File: config.mk
export PLATFORM = sky130hd
export DESIGN_NAME = pvel_event_latch
export DESIGN_NICKNAME = d
export VERILOG_FILES = /design/src/pvel_edge_det.v /design/src/pvel_event_latch.v
export VERILOG_INCLUDE_DIRS = /design/src /design/src/src
export SDC_FILE = /design/constraint.sdc
export NUM_CORES = 1
export LEC_CHECK = 0
export BUFFER_PORTS_ARGS = -buffer_cell sky130_fd_sc_hd__buf_2
export CORE_ASPECT_RATIO = 1.2
export CORE_MARGIN = 3
export CORE_UTILIZATION = 40
export DETAILED_ROUTE_END_ITERATION = 16
export PLACE_DENSITY = 0.73
export SETUP_SLACK_MARGIN = 0.3
export SYNTH_ARGS = -nofsm -noshare
export SYNTH_HDL_FRONTEND = slang
export SYNTH_HIERARCHICAL = 1
export SYNTH_SLANG_ARGS = --single-unit
File: constraint.sdc
create_clock -name clk -period 1.85 [get_ports clk]
set_clock_uncertainty 0.15 [all_clocks]
set_input_delay 0.185 -clock clk [delete_from_list [all_inputs] [get_ports clk]]
set_output_delay 0.185 -clock clk [all_outputs]
set_load 0.05 [all_outputs]
File: src/pvel_map.vh
`ifndef PVEL_MAP_VH
`define PVEL_MAP_VH
// register offsets on the phy register port
`define PVEL_OFS_LATCH      8'h84
`define PVEL_OFS_CHG_CTRL   8'h85
// latch register field positions
`define PVEL_BIT_BUS_PWR    7
`define PVEL_BIT_REG_IN     6
`define PVEL_BIT_WDOG       5
`define PVEL_BIT_ID_LINE_FLOAT_DETECT   4
`define PVEL_BIT_ACA_HI     3
`define PVEL_BIT_ACA_LO     2
`define PVEL_BIT_RSVD       1
`define PVEL_BIT_BVALID     0
// charger control field positions
`define PVEL_BIT_CHG_RSVD   7
`define PVEL_BIT_IDP_SRC    6
`define PVEL_BIT_ID_WK_PU   5
`define PVEL_BIT_DET_EN     4
`define PVEL_BIT_DCD_EN     3
`define PVEL_BIT_VSEL_HI    2
`define PVEL_BIT_VSEL_LO    0
// reset values
`define PVEL_RST_LATCH      8'h00
`define PVEL_RST_CHG_CTRL   8'h00
`endif

File: src/pvel_edge_det.v
`timescale 1ns/1ps
`default_nettype none
module pvel_edge_det (
  input  wire       clk,
  input  wire       rst,
  input  wire       ce,
  input  wire [7:0] src,
  output wire [7:0] chg
);
  reg [7:0] prev_q;
  // previous source values, one flop per bit
  genvar i;
  generate
    for (i = 0; i < 8; i = i + 1) begin : g_bit
      always @(posedge clk) begin
        if (rst) begin
          prev_q[i] <= 1'b0;
        end else if (ce) begin
          prev_q[i] <= src[i];
        end
      end
      assign chg[i] = src[i] ^ prev_q[i];
    end
  endgenerate
endmodule
`default_nettype wire

File: src/pvel_event_latch.v
// Operation
// - a latch bit other than 3:2 sets on any unmasked change of its source; masked changes ignored
// - a link read of the latch register clears all its bits except those set by an unmasked event in the same cycle
// - entering low power mode clears all latch bits except those set by an unmasked event in the same cycle
// - entering serial mode clears all latch bits but those set by an event in the same cycle, whatever clock suspend control says
// - bit 7 sets on unmasked bus power monitor event, read clears
// - bit 6 sets on unmasked regulator input monitor event, read clears
// - bit 5 sets on unmasked autoresume watchdog expiry, read clears
// - bit 4 sets on unmasked id_line_float_detect detect event, read clears
// - bits 3:2 record adapter detect event code; 00 means no event
// - bit 0 sets on unmasked b session valid event; bit 1 reads zero
// - charger control register at 0x85 with documented field layout, read/write
// - bit 4 of charger control enables charger detection machine
`timescale 1ns/1ps
`default_nettype none
`include "pvel_map.vh"
module pvel_event_latch (
  input  wire       clk,
  input  wire       rst,
  input  wire       ce,
  input  wire [7:0] reg_addr,
  input  wire       reg_rd,
  input  wire       reg_wr,
  input  wire [7:0] reg_wdata,
  output reg  [7:0] reg_rdata,
  output reg        reg_hit,
  input  wire       bus_power_monitor,
  input  wire       regulator_input_monitor,
  input  wire       autoresume_watchdog_expiry,
  input  wire       id_line_float_detect,
  input  wire [1:0] adapter_detect_status,
  input  wire       b_session_valid_comparator,
  input  wire [7:0] event_mask,
  input  wire       low_power_mode,
  input  wire       serial_mode,
  input  wire       clock_suspend_control,
  output wire       data_line_current_source_enable,
  output wire       id_weak_pullup_sample_enable,
  output wire       charger_detect_machine_enable,
  output wire       data_contact_detect_enable,
  output wire [2:0] regulator_voltage_select
);
  reg  [7:0] latch_q;
  reg  [7:0] latch_d;
  reg  [6:0] chg_ctrl_q;
  reg        lpm_q;
  reg        ser_q;
  wire [7:0] src;
  wire [7:0] chg;
  wire [7:0] ev;
  wire       rd_latch;
  wire       mode_clr;

  // gather sources into latch bit order; bit 1 has no source
  assign src = {bus_power_monitor, regulator_input_monitor, autoresume_watchdog_expiry,
                id_line_float_detect, adapter_detect_status, 1'b0, b_session_valid_comparator};

  pvel_edge_det u_edge (
    .clk (clk),
    .rst (rst),
    .ce  (ce),
    .src (src),
    .chg (chg)
  );

  // unmasked changes only; mask bit high means enabled
  assign ev = chg & event_mask & ~(8'h01 << `PVEL_BIT_RSVD);

  assign rd_latch = reg_rd && (reg_addr == `PVEL_OFS_LATCH);
  // clock suspend control is ignored on purpose for serial entry
  assign mode_clr = (low_power_mode && !lpm_q) || (serial_mode && !ser_q);

  // next latch value: clears first, then set wins so nothing is lost
  always @* begin
    latch_d = latch_q;
    if (rd_latch || mode_clr) begin
      latch_d = `PVEL_RST_LATCH;
    end
    latch_d[7:4] = latch_d[7:4] | ev[7:4];
    latch_d[0]   = latch_d[0] | ev[0];
    // adapter code: record the new status code, but never 00 as an event
    if ((ev[3] || ev[2]) && (adapter_detect_status != 2'b00)) begin
      latch_d[3:2] = adapter_detect_status;
    end
    latch_d[`PVEL_BIT_RSVD] = 1'b0;
  end

  // latch, charger control and mode-entry history
  always @(posedge clk) begin
    if (rst) begin
      latch_q    <= `PVEL_RST_LATCH;
      chg_ctrl_q <= 7'h00;
      lpm_q      <= 1'b0;
      ser_q      <= 1'b0;
    end else if (ce) begin
      latch_q <= latch_d;
      lpm_q   <= low_power_mode;
      ser_q   <= serial_mode;
      if (reg_wr && (reg_addr == `PVEL_OFS_CHG_CTRL)) begin
        chg_ctrl_q <= reg_wdata[6:0];
      end
    end
  end

  // read data registered; latch snapshot taken before the clear
  always @(posedge clk) begin
    if (rst) begin
      reg_rdata <= 8'h00;
      reg_hit   <= 1'b0;
    end else if (ce) begin
      reg_hit <= 1'b0;
      if (reg_rd) begin
        case (reg_addr)
          `PVEL_OFS_LATCH: begin
            reg_rdata <= latch_q;
            reg_hit   <= 1'b1;
          end
          `PVEL_OFS_CHG_CTRL: begin
            reg_rdata <= {1'b0, chg_ctrl_q}; // reserved bit 7 reads zero
            reg_hit   <= 1'b1;
          end
          default: begin
            reg_rdata <= 8'h00;
          end
        endcase
      end
    end
  end

  // charger control fields out to analog front end
  assign data_line_current_source_enable = chg_ctrl_q[`PVEL_BIT_IDP_SRC];
  assign id_weak_pullup_sample_enable    = chg_ctrl_q[`PVEL_BIT_ID_WK_PU];
  assign charger_detect_machine_enable   = chg_ctrl_q[`PVEL_BIT_DET_EN];
  assign data_contact_detect_enable      = chg_ctrl_q[`PVEL_BIT_DCD_EN];
  assign regulator_voltage_select        = chg_ctrl_q[`PVEL_BIT_VSEL_HI:`PVEL_BIT_VSEL_LO];

  // clock_suspend_control has no effect here by design
  wire unused_ok = clock_suspend_control;
endmodule
`default_nettype wire

==> impl_metrics.ini, run 1 <==
[run_status]
status = complete, no violations

[critical_path]
r2r-start = u_edge/prev_q[3]
reg2reg_depth = 4
path_class = input pin to register
crit_required_ps = 1930
cp-start-kind = input pin
regToRegSetupSlack_ps = 470
crit_arrival_ps = 1490
reg2reg_to = latch_q[2]
end_kind = register
crit_fanout = 2

[cells_and_area]
n_antenna_cell = 0
final_util = 0.6084
syn_to_final_growth_pct = 39.70
drive_above_1_share = 0.2995
final_nets = 255

[grt]
grt_pass1_vias = 1295
track_usage = 0.1719
antenna_found_initial = 0
grt.overflow.total = 0
grt_pass1_wl_microns = 5589
grt_max_degree = 34

[pwr]
switching_share = 0.2462
combPwrFrac = 0.144
power_w = 0.001323
leakagePower_nw = 0.9441
peakVddDrop_uv = 572.4
internal_power_w = 0.0009976
p_per_area_nw_per_um2 = 675.4
clkPwrFrac = 0.311
seqPwrFrac = 0.544
p_switching_w = 0.0003258

[detailed_routing]
routed_wl_microns = 3409
num_vias = 1298
drc = 0
ant_nets = 0
first_iter_violations = 22
wl_per_cell_microns = 13.47
vias_per_cell = 5.130
drt_pass1_iterations = 4

[logic_synthesis]
synth_area_per_cell_sq_um = 9.808
syn_nets = 182
yosys_warnings = 6
synth_cells = 143
syn_area_sq_um = 1403

[floorplanning]
die_area_sq_um = 4256
die_h_microns = 70.87
die_x_microns = 60.06
core_sq_um = 3221
io_pins = 55
start_util = 0.4355
rows = 22

[sta]
finalSetupViolations = 0
timing.final.crit_share = 0.7642
tightest_slew_ps = 565.9
rsz0062_at_grt = no
slew_viol_final = 0
slew-limit-headroom = 0.6227
fin_setup_tns_ps = 0
fmax_ghz = 0.7074
min_period_ps = 1414
holdWs_ps = 103.1
hold_viol = 0

[cts]
cts_tree = built
cts-root-buf = clkbuf_4
clockBufferDepth = 2
cts_max_level = 2
clock-sinks = 32
clock_latency_ps = 320
path_clk_slew_ps = 100
cts_buffers = 5

[placement]
gp_congestion = 0.7102
dp_hpwl_microns = 2480
port_buffers = 51

[job]
cap_violations = 0

[min_path]
whs_path_depth = 3
worstHoldStart = reg_rd
hold_class = input pin to register
min_to = reg_hit
## layer usage
metal	vias to the layer above	share of wire	track usage
met4	0	0.013	0.05172
met5	-	0	0
met1	587	0.41	0.1824
met3	6	0.068	0.05839
met2	47	0.51	0.3101
li1	658	-	-
## how the worst max path moves through the flow
stage	startpoint	to	slack (ps)	depth (start not counted)
2_1_floorplan	reg_addr[3]	reg_rdata[7]	470	4
3_3_place_gp	reg_addr[3]	reg_rdata[7]	310	5
3_5_place_dp	reg_addr[3]	reg_rdata[7]	270	5
4_1_cts	serial_mode	latch_q[4]	360	5
5_1_grt	serial_mode	latch_q[6]	340	5
6_report	serial_mode	latch_q[2]	440	5
## critical path, cell delays in order
cell,delay [ps]
dlygate4sd3_1,530
buf_2,130
a22oi_2,220
o22ai_1,130
o41ai_1,300
## cell usage in the layout (no fill, tap or decap), types with 2 or more instances in the layout
cell type      count
dfxtp_1           32
nand2_1           12
dlygate4sd3_1     22
mux2i_1           22
a311oi_1           5
xor2_1             7
a22oi_2            2
a21oi_1            2
nor2_1            24
a2bb2oi_1          7
buf_2             51
a31oi_1            5
inv_1              5
clkbuf_1           2
clkbuf_4           5
## area by class of cell
cell class	count	area, sq um
inverter	5	18.77
fill	296	1261
multi-input combinational	98	713.2
sequential	32	640.6
tap	36	45.04
clock buffer	8	58.81
timing repair buffer	74	483.0
## through the flow
step                setup slack (ps)  instance area (sq um)  std cells
finish                         436.3                   1959        253
global route                   342.9                   1959        253
CTS                            361.9                   1942        253
detailed placement             266.3                   1663        223
global placement               307.3                   1663        223
floorplan                      468.6                   1403        143
## repair_timing
| item | 4_1_cts | 5_1_grt |
|---|---|---|
| gates resized for setup | 0 | 3 |
| buffers inserted | 0 | 0 |
| setup endpoints to repair | 0 | 6 |
| hold endpoints to repair | 22 | 0 |
| hold buffers | 22 | 0 |
## registers in the layout, summed over array words and instances (netlist names)
name,cells
latch_q,7
u_edge/prev_q,7
reg_rdata,8
reg_hit,1
ser_q,1
chg_ctrl_q,7
lpm_q,1
## power groups by stage
stage	Combinational, W	Clock [W]	Sequential, W
2_1_floorplan	0.0000944	0	0.000733
6_report	0.000191	0.000412	0.000720
3_3_place_gp	0.000143	0	0.000735
3_5_place_dp	0.000150	0	0.000736
4_1_cts	0.000186	0.000430	0.000720
5_1_grt	0.000211	0.000459	0.000723
Power figures use the tool's default switching activity.
==> run 2, diff against run 1 <==
--- a/config.mk
+++ b/config.mk
@@ -6,12 +6,13 @@
 export SDC_FILE = /design/constraint.sdc
 export NUM_CORES = 1
 export LEC_CHECK = 0
+export ABC_AREA = 1
 export BUFFER_PORTS_ARGS = -buffer_cell sky130_fd_sc_hd__buf_2
 export CORE_ASPECT_RATIO = 1.2
 export CORE_MARGIN = 3
 export CORE_UTILIZATION = 40
 export DETAILED_ROUTE_END_ITERATION = 16
-export PLACE_DENSITY = 0.73
+export PLACE_DENSITY = 0.74
 export SETUP_SLACK_MARGIN = 0.3
 export SYNTH_ARGS = -nofsm -noshare
 export SYNTH_HDL_FRONTEND = slang
==> constraint.sdc (replaced) <==
create_clock -name clk -period 1.22 [get_ports clk]
set_clock_uncertainty 0.15 [all_clocks]
set_input_delay 0.122 -clock clk [delete_from_list [all_inputs] [get_ports clk]]
set_output_delay 0.122 -clock clk [all_outputs]
set_load 0.05 [all_outputs]
==> run 2 against run 1 <==
- the flow now finishes with violations (negative hold slack)
- wire length increased by 41%
- worst hold slack lost 140 ps
- power up 87%
- count of clock-buffer cells in the layout did not move
- combinational power grew 140%
- core utilization is 11 points higher
- sequential power grew 56%
- via count up 32%
- critical path depth grew 2
- area after synthesis rose by 13%
- register-to-register slack worse by 370 ps
- sequential cell count is the same
- critical endpoint is now latch_q[3]
- largest power group unchanged
==> impl_metrics.ini, run 2 <==
[run_status]
status = finished, violations left
violations = negative hold slack

[sta]
rsz0062_at_grt = yes
fmax_ghz = 0.8898
timing.final.crit_share = 0.9212
worst_slack_ps = 96.13
finalSetupViolations = 0
tightest_slew_ps = 362.2
hold_viol = 1
slew_viol_final = 0
slew-limit-headroom = 0.7583
holdWs_ps = -33.40
min_period_ps = 1124

[cells_and_area]
n_fill_cell = 292
final_util = 0.7164
drive_above_1_share = 0.4757
final_cell_mix = nor2_1 (38), nand2_1 (33), buf_2 (31), inv_1 (22), buf_8 (17)
final_area_sq_um = 2668
largest_reg_flops = 8
syn_to_final_growth_pct = 68.94
layout_commonest_cell = nor2_1
regMostFlops = reg_rdata
n_antenna_cell = 0
final_nets = 347

[detailed_routing]
routed_wl_microns = 4813
ant_nets = 0
drt_pass1_iterations = 4
first_iter_violations = 86
drc = 0
num_vias = 1715
vias_per_cell = 4.751
wl_per_cell_microns = 13.33

[critical_path]
max_stage_delay_ps = 330
critPathSlowestCell = dfxtp_2
worst_path_most_repeated_cell = nand2_1
crit_required_ps = 1290
crit_arrival_ps = 1190
cp_cell_sequence = xor2_1 > nand2_1 > nand2_2 > inv_1 > nor2_1 > nand2_1 > a21oi_1
cp-start-kind = register
path_class = register to register
crit_fanout = 3
end_kind = register
path_depth = 7
path_buf_inv = 1
cpLargestDelayFamily = flip-flops
reg2reg_depth = 7

[cts]
path_clk_slew_ps = 60
cts_max_level = 2
clock-sinks = 32
cts-root-buf = clkbuf_8
cts_buffers = 5
clockBufferDepth = 2
cts_tree = built
hold_buffers = 14
clock_latency_ps = 280

[floorplanning]
rows = 24
core_sq_um = 3724
die_area_sq_um = 4741
die_x_microns = 63.36
die_h_microns = 74.83
io_pins = 55
start_util = 0.4241

[grt]
grt.overflow.total = 0
grt_pass1_vias = 1435
antenna_found_initial = 0
use_met1 = 0.1928
track_usage = 0.1739
grt_pass1_wl_microns = 6403
grt_max_degree = 25
use_met2 = 0.3109
met3_usage = 0.04627
top_usage_layer = met2

[placement]
placed_area_sq_um = 1999
dp_hpwl_microns = 2617
port_buffers = 51
dp_worst_setup_slack_ps = -64.61
gp_congestion = 0.7241

[pwr]
leakagePower_nw = 1.301
peakVddDrop_uv = 724.4
power_w = 0.002481
p_per_area_nw_per_um2 = 929.9

[logic_synthesis]
yosys_warnings = 6
synth_area_per_cell_sq_um = 7.018
syn_nets = 264
syn_area_sq_um = 1579
synth_cells = 225

[job]
cap_violations = 0

[min_path]
hold_class = input pin to register
whs_path_depth = 3
[run 2: cell types whose count changed in the layout (fill, tap and decap cells not counted), moves of 10 or more]
| cell | delta |
|---|---|
| buf_8 | +17 |
| dfxtp_2 | +15 |
| nor2_1 | +14 |
| nand3_1 | +10 |
| mux2i_1 | -22 |
| dfxtp_1 | -20 |
| buf_2 | -20 |
| nand2_2 | +11 |
| o21ai_1 | +11 |
| inv_1 | +17 |
| buf_6 | +12 |
| nand2_1 | +21 |
| dlygate4sd3_1 | -10 |
[run 2: cell type report]
class | instances | area (sq um) | area share
inverters | 36 | 175.2 | 0.06567
repair buffers | 82 | 770.7 | 0.2889
flip-flops and latches | 32 | 678.2 | 0.2542
multi-input cells | 151 | 878.3 | 0.3293
well taps | 52 | 65.06 | 0.02439
clock buffers | 8 | 100.1 | 0.03752
[run 2: routing by layer]
| metal | part of all wire | vias up |
|---|---|---|
| li1 | - | 861 |
| met1 | 0.36 | 782 |
| met2 | 0.55 | 60 |
| met3 | 0.054 | 12 |
| met4 | 0.038 | 0 |
| met5 | 0 | - |
[run 2: power breakdown]
group          switching, W  internal [W]  total [W]
Sequential        0.0000336       0.00108    0.00112
Clock              0.000395      0.000515   0.000909
Combinational      0.000242      0.000212   0.000455
Total              0.000670       0.00181    0.00248
[run 2: worst paths after layout]
kind | slack (ps) | startpoint | endpoint
worst max-delay path | 100 | u_edge/prev_q[3] | latch_q[3]
worst min-delay path | -30 | low_power_mode | lpm_q
worst max register to register | 100 | u_edge/prev_q[3] | latch_q[3]
worst min register to register | 320 | latch_q[7] | reg_rdata[7]
[run 2: worst register-to-register path, cell delays in order, from the launching register on]
cell,delay (ps)
dfxtp_2,330
xor2_1,130
nand2_1,80
nand2_2,80
inv_1,40
nor2_1,70
nand2_1,50
a21oi_1,130
[run 2: through the flow]
step	cells	TNS, ps
after CTS	353	0
after floorplan	225	0
after detailed placement	328	-105.9
after global routing	361	-26.74
final	361	0
after global placement	328	-56.50
[run 2: what timing repair did]
action,in CTS,in global routing
setup endpoints to repair,26,40
pin swaps,9,28
buffers inserted,3,8
endpoints found under the hold margin,18,1
cloned,0,2
gates resized for setup,49,55
==> run 3, diff against run 2 <==
--- a/config.mk
+++ b/config.mk
@@ -6,13 +6,14 @@
 export SDC_FILE = /design/constraint.sdc
 export NUM_CORES = 1
 export LEC_CHECK = 0
-export ABC_AREA = 1
 export BUFFER_PORTS_ARGS = -buffer_cell sky130_fd_sc_hd__buf_2
 export CORE_ASPECT_RATIO = 1.2
 export CORE_MARGIN = 3
 export CORE_UTILIZATION = 40
+export CTS_CLUSTER_SIZE = 16
 export DETAILED_ROUTE_END_ITERATION = 16
-export PLACE_DENSITY = 0.74
+export PLACE_DENSITY = 0.76
+export RECOVER_POWER = 25
 export SETUP_SLACK_MARGIN = 0.3
 export SYNTH_ARGS = -nofsm -noshare
 export SYNTH_HDL_FRONTEND = slang
==> run 3 against run 2 <==
- the run ends with negative hold slack, negative setup slack left
- global-route usage increased by 2.3 points
- count of clock-buffer cells in the layout decreased by 3
- power decreased by 11%
- wire length decreased by 20%
- critical path type unchanged
- largest power group unchanged
==> impl_metrics.ini, run 3 (synthesized netlist as in run 1, its figures left out) <==
[sta]
fin_setup_tns_ps = -235.5
slew_viol_final = 0
fmax_ghz = 0.7464
finalSetupViolations = 3
timing.final.crit_share = 1.098
worst_slack_ps = -119.8
rsz0062_at_grt = yes
hold_viol = 14
slew-limit-headroom = 0.8034
min_period_ps = 1340
holdWs_ps = -89.21
tightest_slew_ps = 294.2

[cts]
cts_max_level = 2
clockBufferDepth = 2
clock_latency_ps = 330
path_clk_slew_ps = 100
cts-root-buf = clkbuf_4
cts_tree = built
clock-sinks = 32
cts_buffers = 5

[floorplanning]
die_h_microns = 70.87
rows = 22
core_sq_um = 3221
start_util = 0.4355
io_pins = 55
die_x_microns = 60.06
die_area_sq_um = 4256

[critical_path]
cp-start-kind = register
crit_arrival_ps = 1420
reg2reg_depth = 4
crit_fanout = 2
path_class = register to register
crit_required_ps = 1300
end_kind = register

[cells_and_area]
syn_to_final_growth_pct = 66.19
drive_above_1_share = 0.5000
final_cell_mix = buf_2 (31), nor2_1 (24), mux2i_1 (21), dfxtp_2 (18), buf_8 (16)
regMostFlops = reg_rdata
multi_input_area_sq_um = 773.2
layout_commonest_cell = buf_2
stdcell_count = 264
n_antenna_cell = 0
final_nets = 266
largest_reg_flops = 8
seqCellArea_sq_um = 663.1
n_fill_cell = 236

[run_status]
status = finished, violations left
violations = negative hold slack, negative setup slack

[detailed_routing]
routed_wl_microns = 3846
ant_nets = 0
wl_per_cell_microns = 14.57
vias_per_cell = 5.197
first_iter_violations = 35
drt_pass1_iterations = 4
drc = 0
num_vias = 1372

[grt]
grt_pass1_wl_microns = 6437
grt_max_degree = 18
track_usage = 0.1968
antenna_found_initial = 0
grt.overflow.total = 0
grt_pass1_vias = 1428

[placement]
gp_congestion = 0.7697
port_buffers = 51
dp_hpwl_microns = 2356
placed_cells = 230

[pwr]
p_per_area_nw_per_um2 = 944.1
leakagePower_nw = 1.079
peakVddDrop_uv = 891.6
power_w = 0.002201

[min_path]
whs_path_depth = 3
hold_class = input pin to register

[job]
cap_violations = 0
-- run 3: cell types whose count changed in the layout (fill, tap and decap cells not counted), sizes merged, moves of 4 or more --
cell,delta
nor2,-20
nand2,-37
o21ai,-14
a21oi,-8
a311oi,+5
a2bb2oi,+7
inv,-29
nand4,-4
a31oi,+5
mux2i,+22
nand3,-19
-- run 3: area by class of cell --
class,instances,area share
Clock inverter,3,0.01825
Clock buffer,5,0.01610
Tap cell,36,0.01932
Timing Repair Buffer,85,0.3221
Multi-Input combinational cell,98,0.3317
Inverter,5,0.008052
Sequential cell,32,0.2845
-- run 3: power breakdown --
| part | internal (W) | total, W | switching, W |
|---|---|---|---|
| Clock | 0.000427 | 0.000799 | 0.000372 |
| Combinational | 0.000161 | 0.000308 | 0.000147 |
| Sequential | 0.00107 | 0.00109 | 0.0000196 |
-- run 3: timing repair --
action / 4_1_cts / 5_1_grt
gates resized for setup: 78 / 10
setup endpoints to repair: 38 / 42
pin swaps: 24 / 10
hold buffers: 14 / 1
setup buffers: 11 / 3
endpoints found under the hold margin: 26 / 15
-- run 3: final timing paths --
check | start | end | slack [ps]
setup reg to reg | u_edge/prev_q[3] | latch_q[3] | -120
hold reg to reg | latch_q[3] | latch_q[3] | 330
setup / recovery | u_edge/prev_q[3] | latch_q[3] | -120
hold / removal | event_mask[5] | latch_q[5] | -90
-- run 3: critical path, cell delays in order (launching register included) --
cell and delay [ps]:
dfxtp_2 340, xor2_1 160, a22oi_2 200, o22ai_2 110, o41ai_1 290
-- run 3: per-stage QoR --
step | cell area [sq um] | setup WS, ps | utilization
3_3_place_gp | 1733 | -140.3 | 0.5381
6_report | 2331 | -119.8 | 0.7238
5_1_grt | 2331 | -190.4 | 0.7238
3_5_place_dp | 1733 | -249.9 | 0.5381
2_1_floorplan | 1428 | -92.49 | -
4_1_cts | 2292 | -135.2 | 0.7117
-- run 3: routing by layer --
layer  vias up  routed length (microns)  global-route usage
li1        674                        -                   -
met5         -                        0                   0
met4         0                       79             0.04433
met3        10                      218             0.06387
met2        44                     2062              0.3570
met1       644                     1485              0.2155
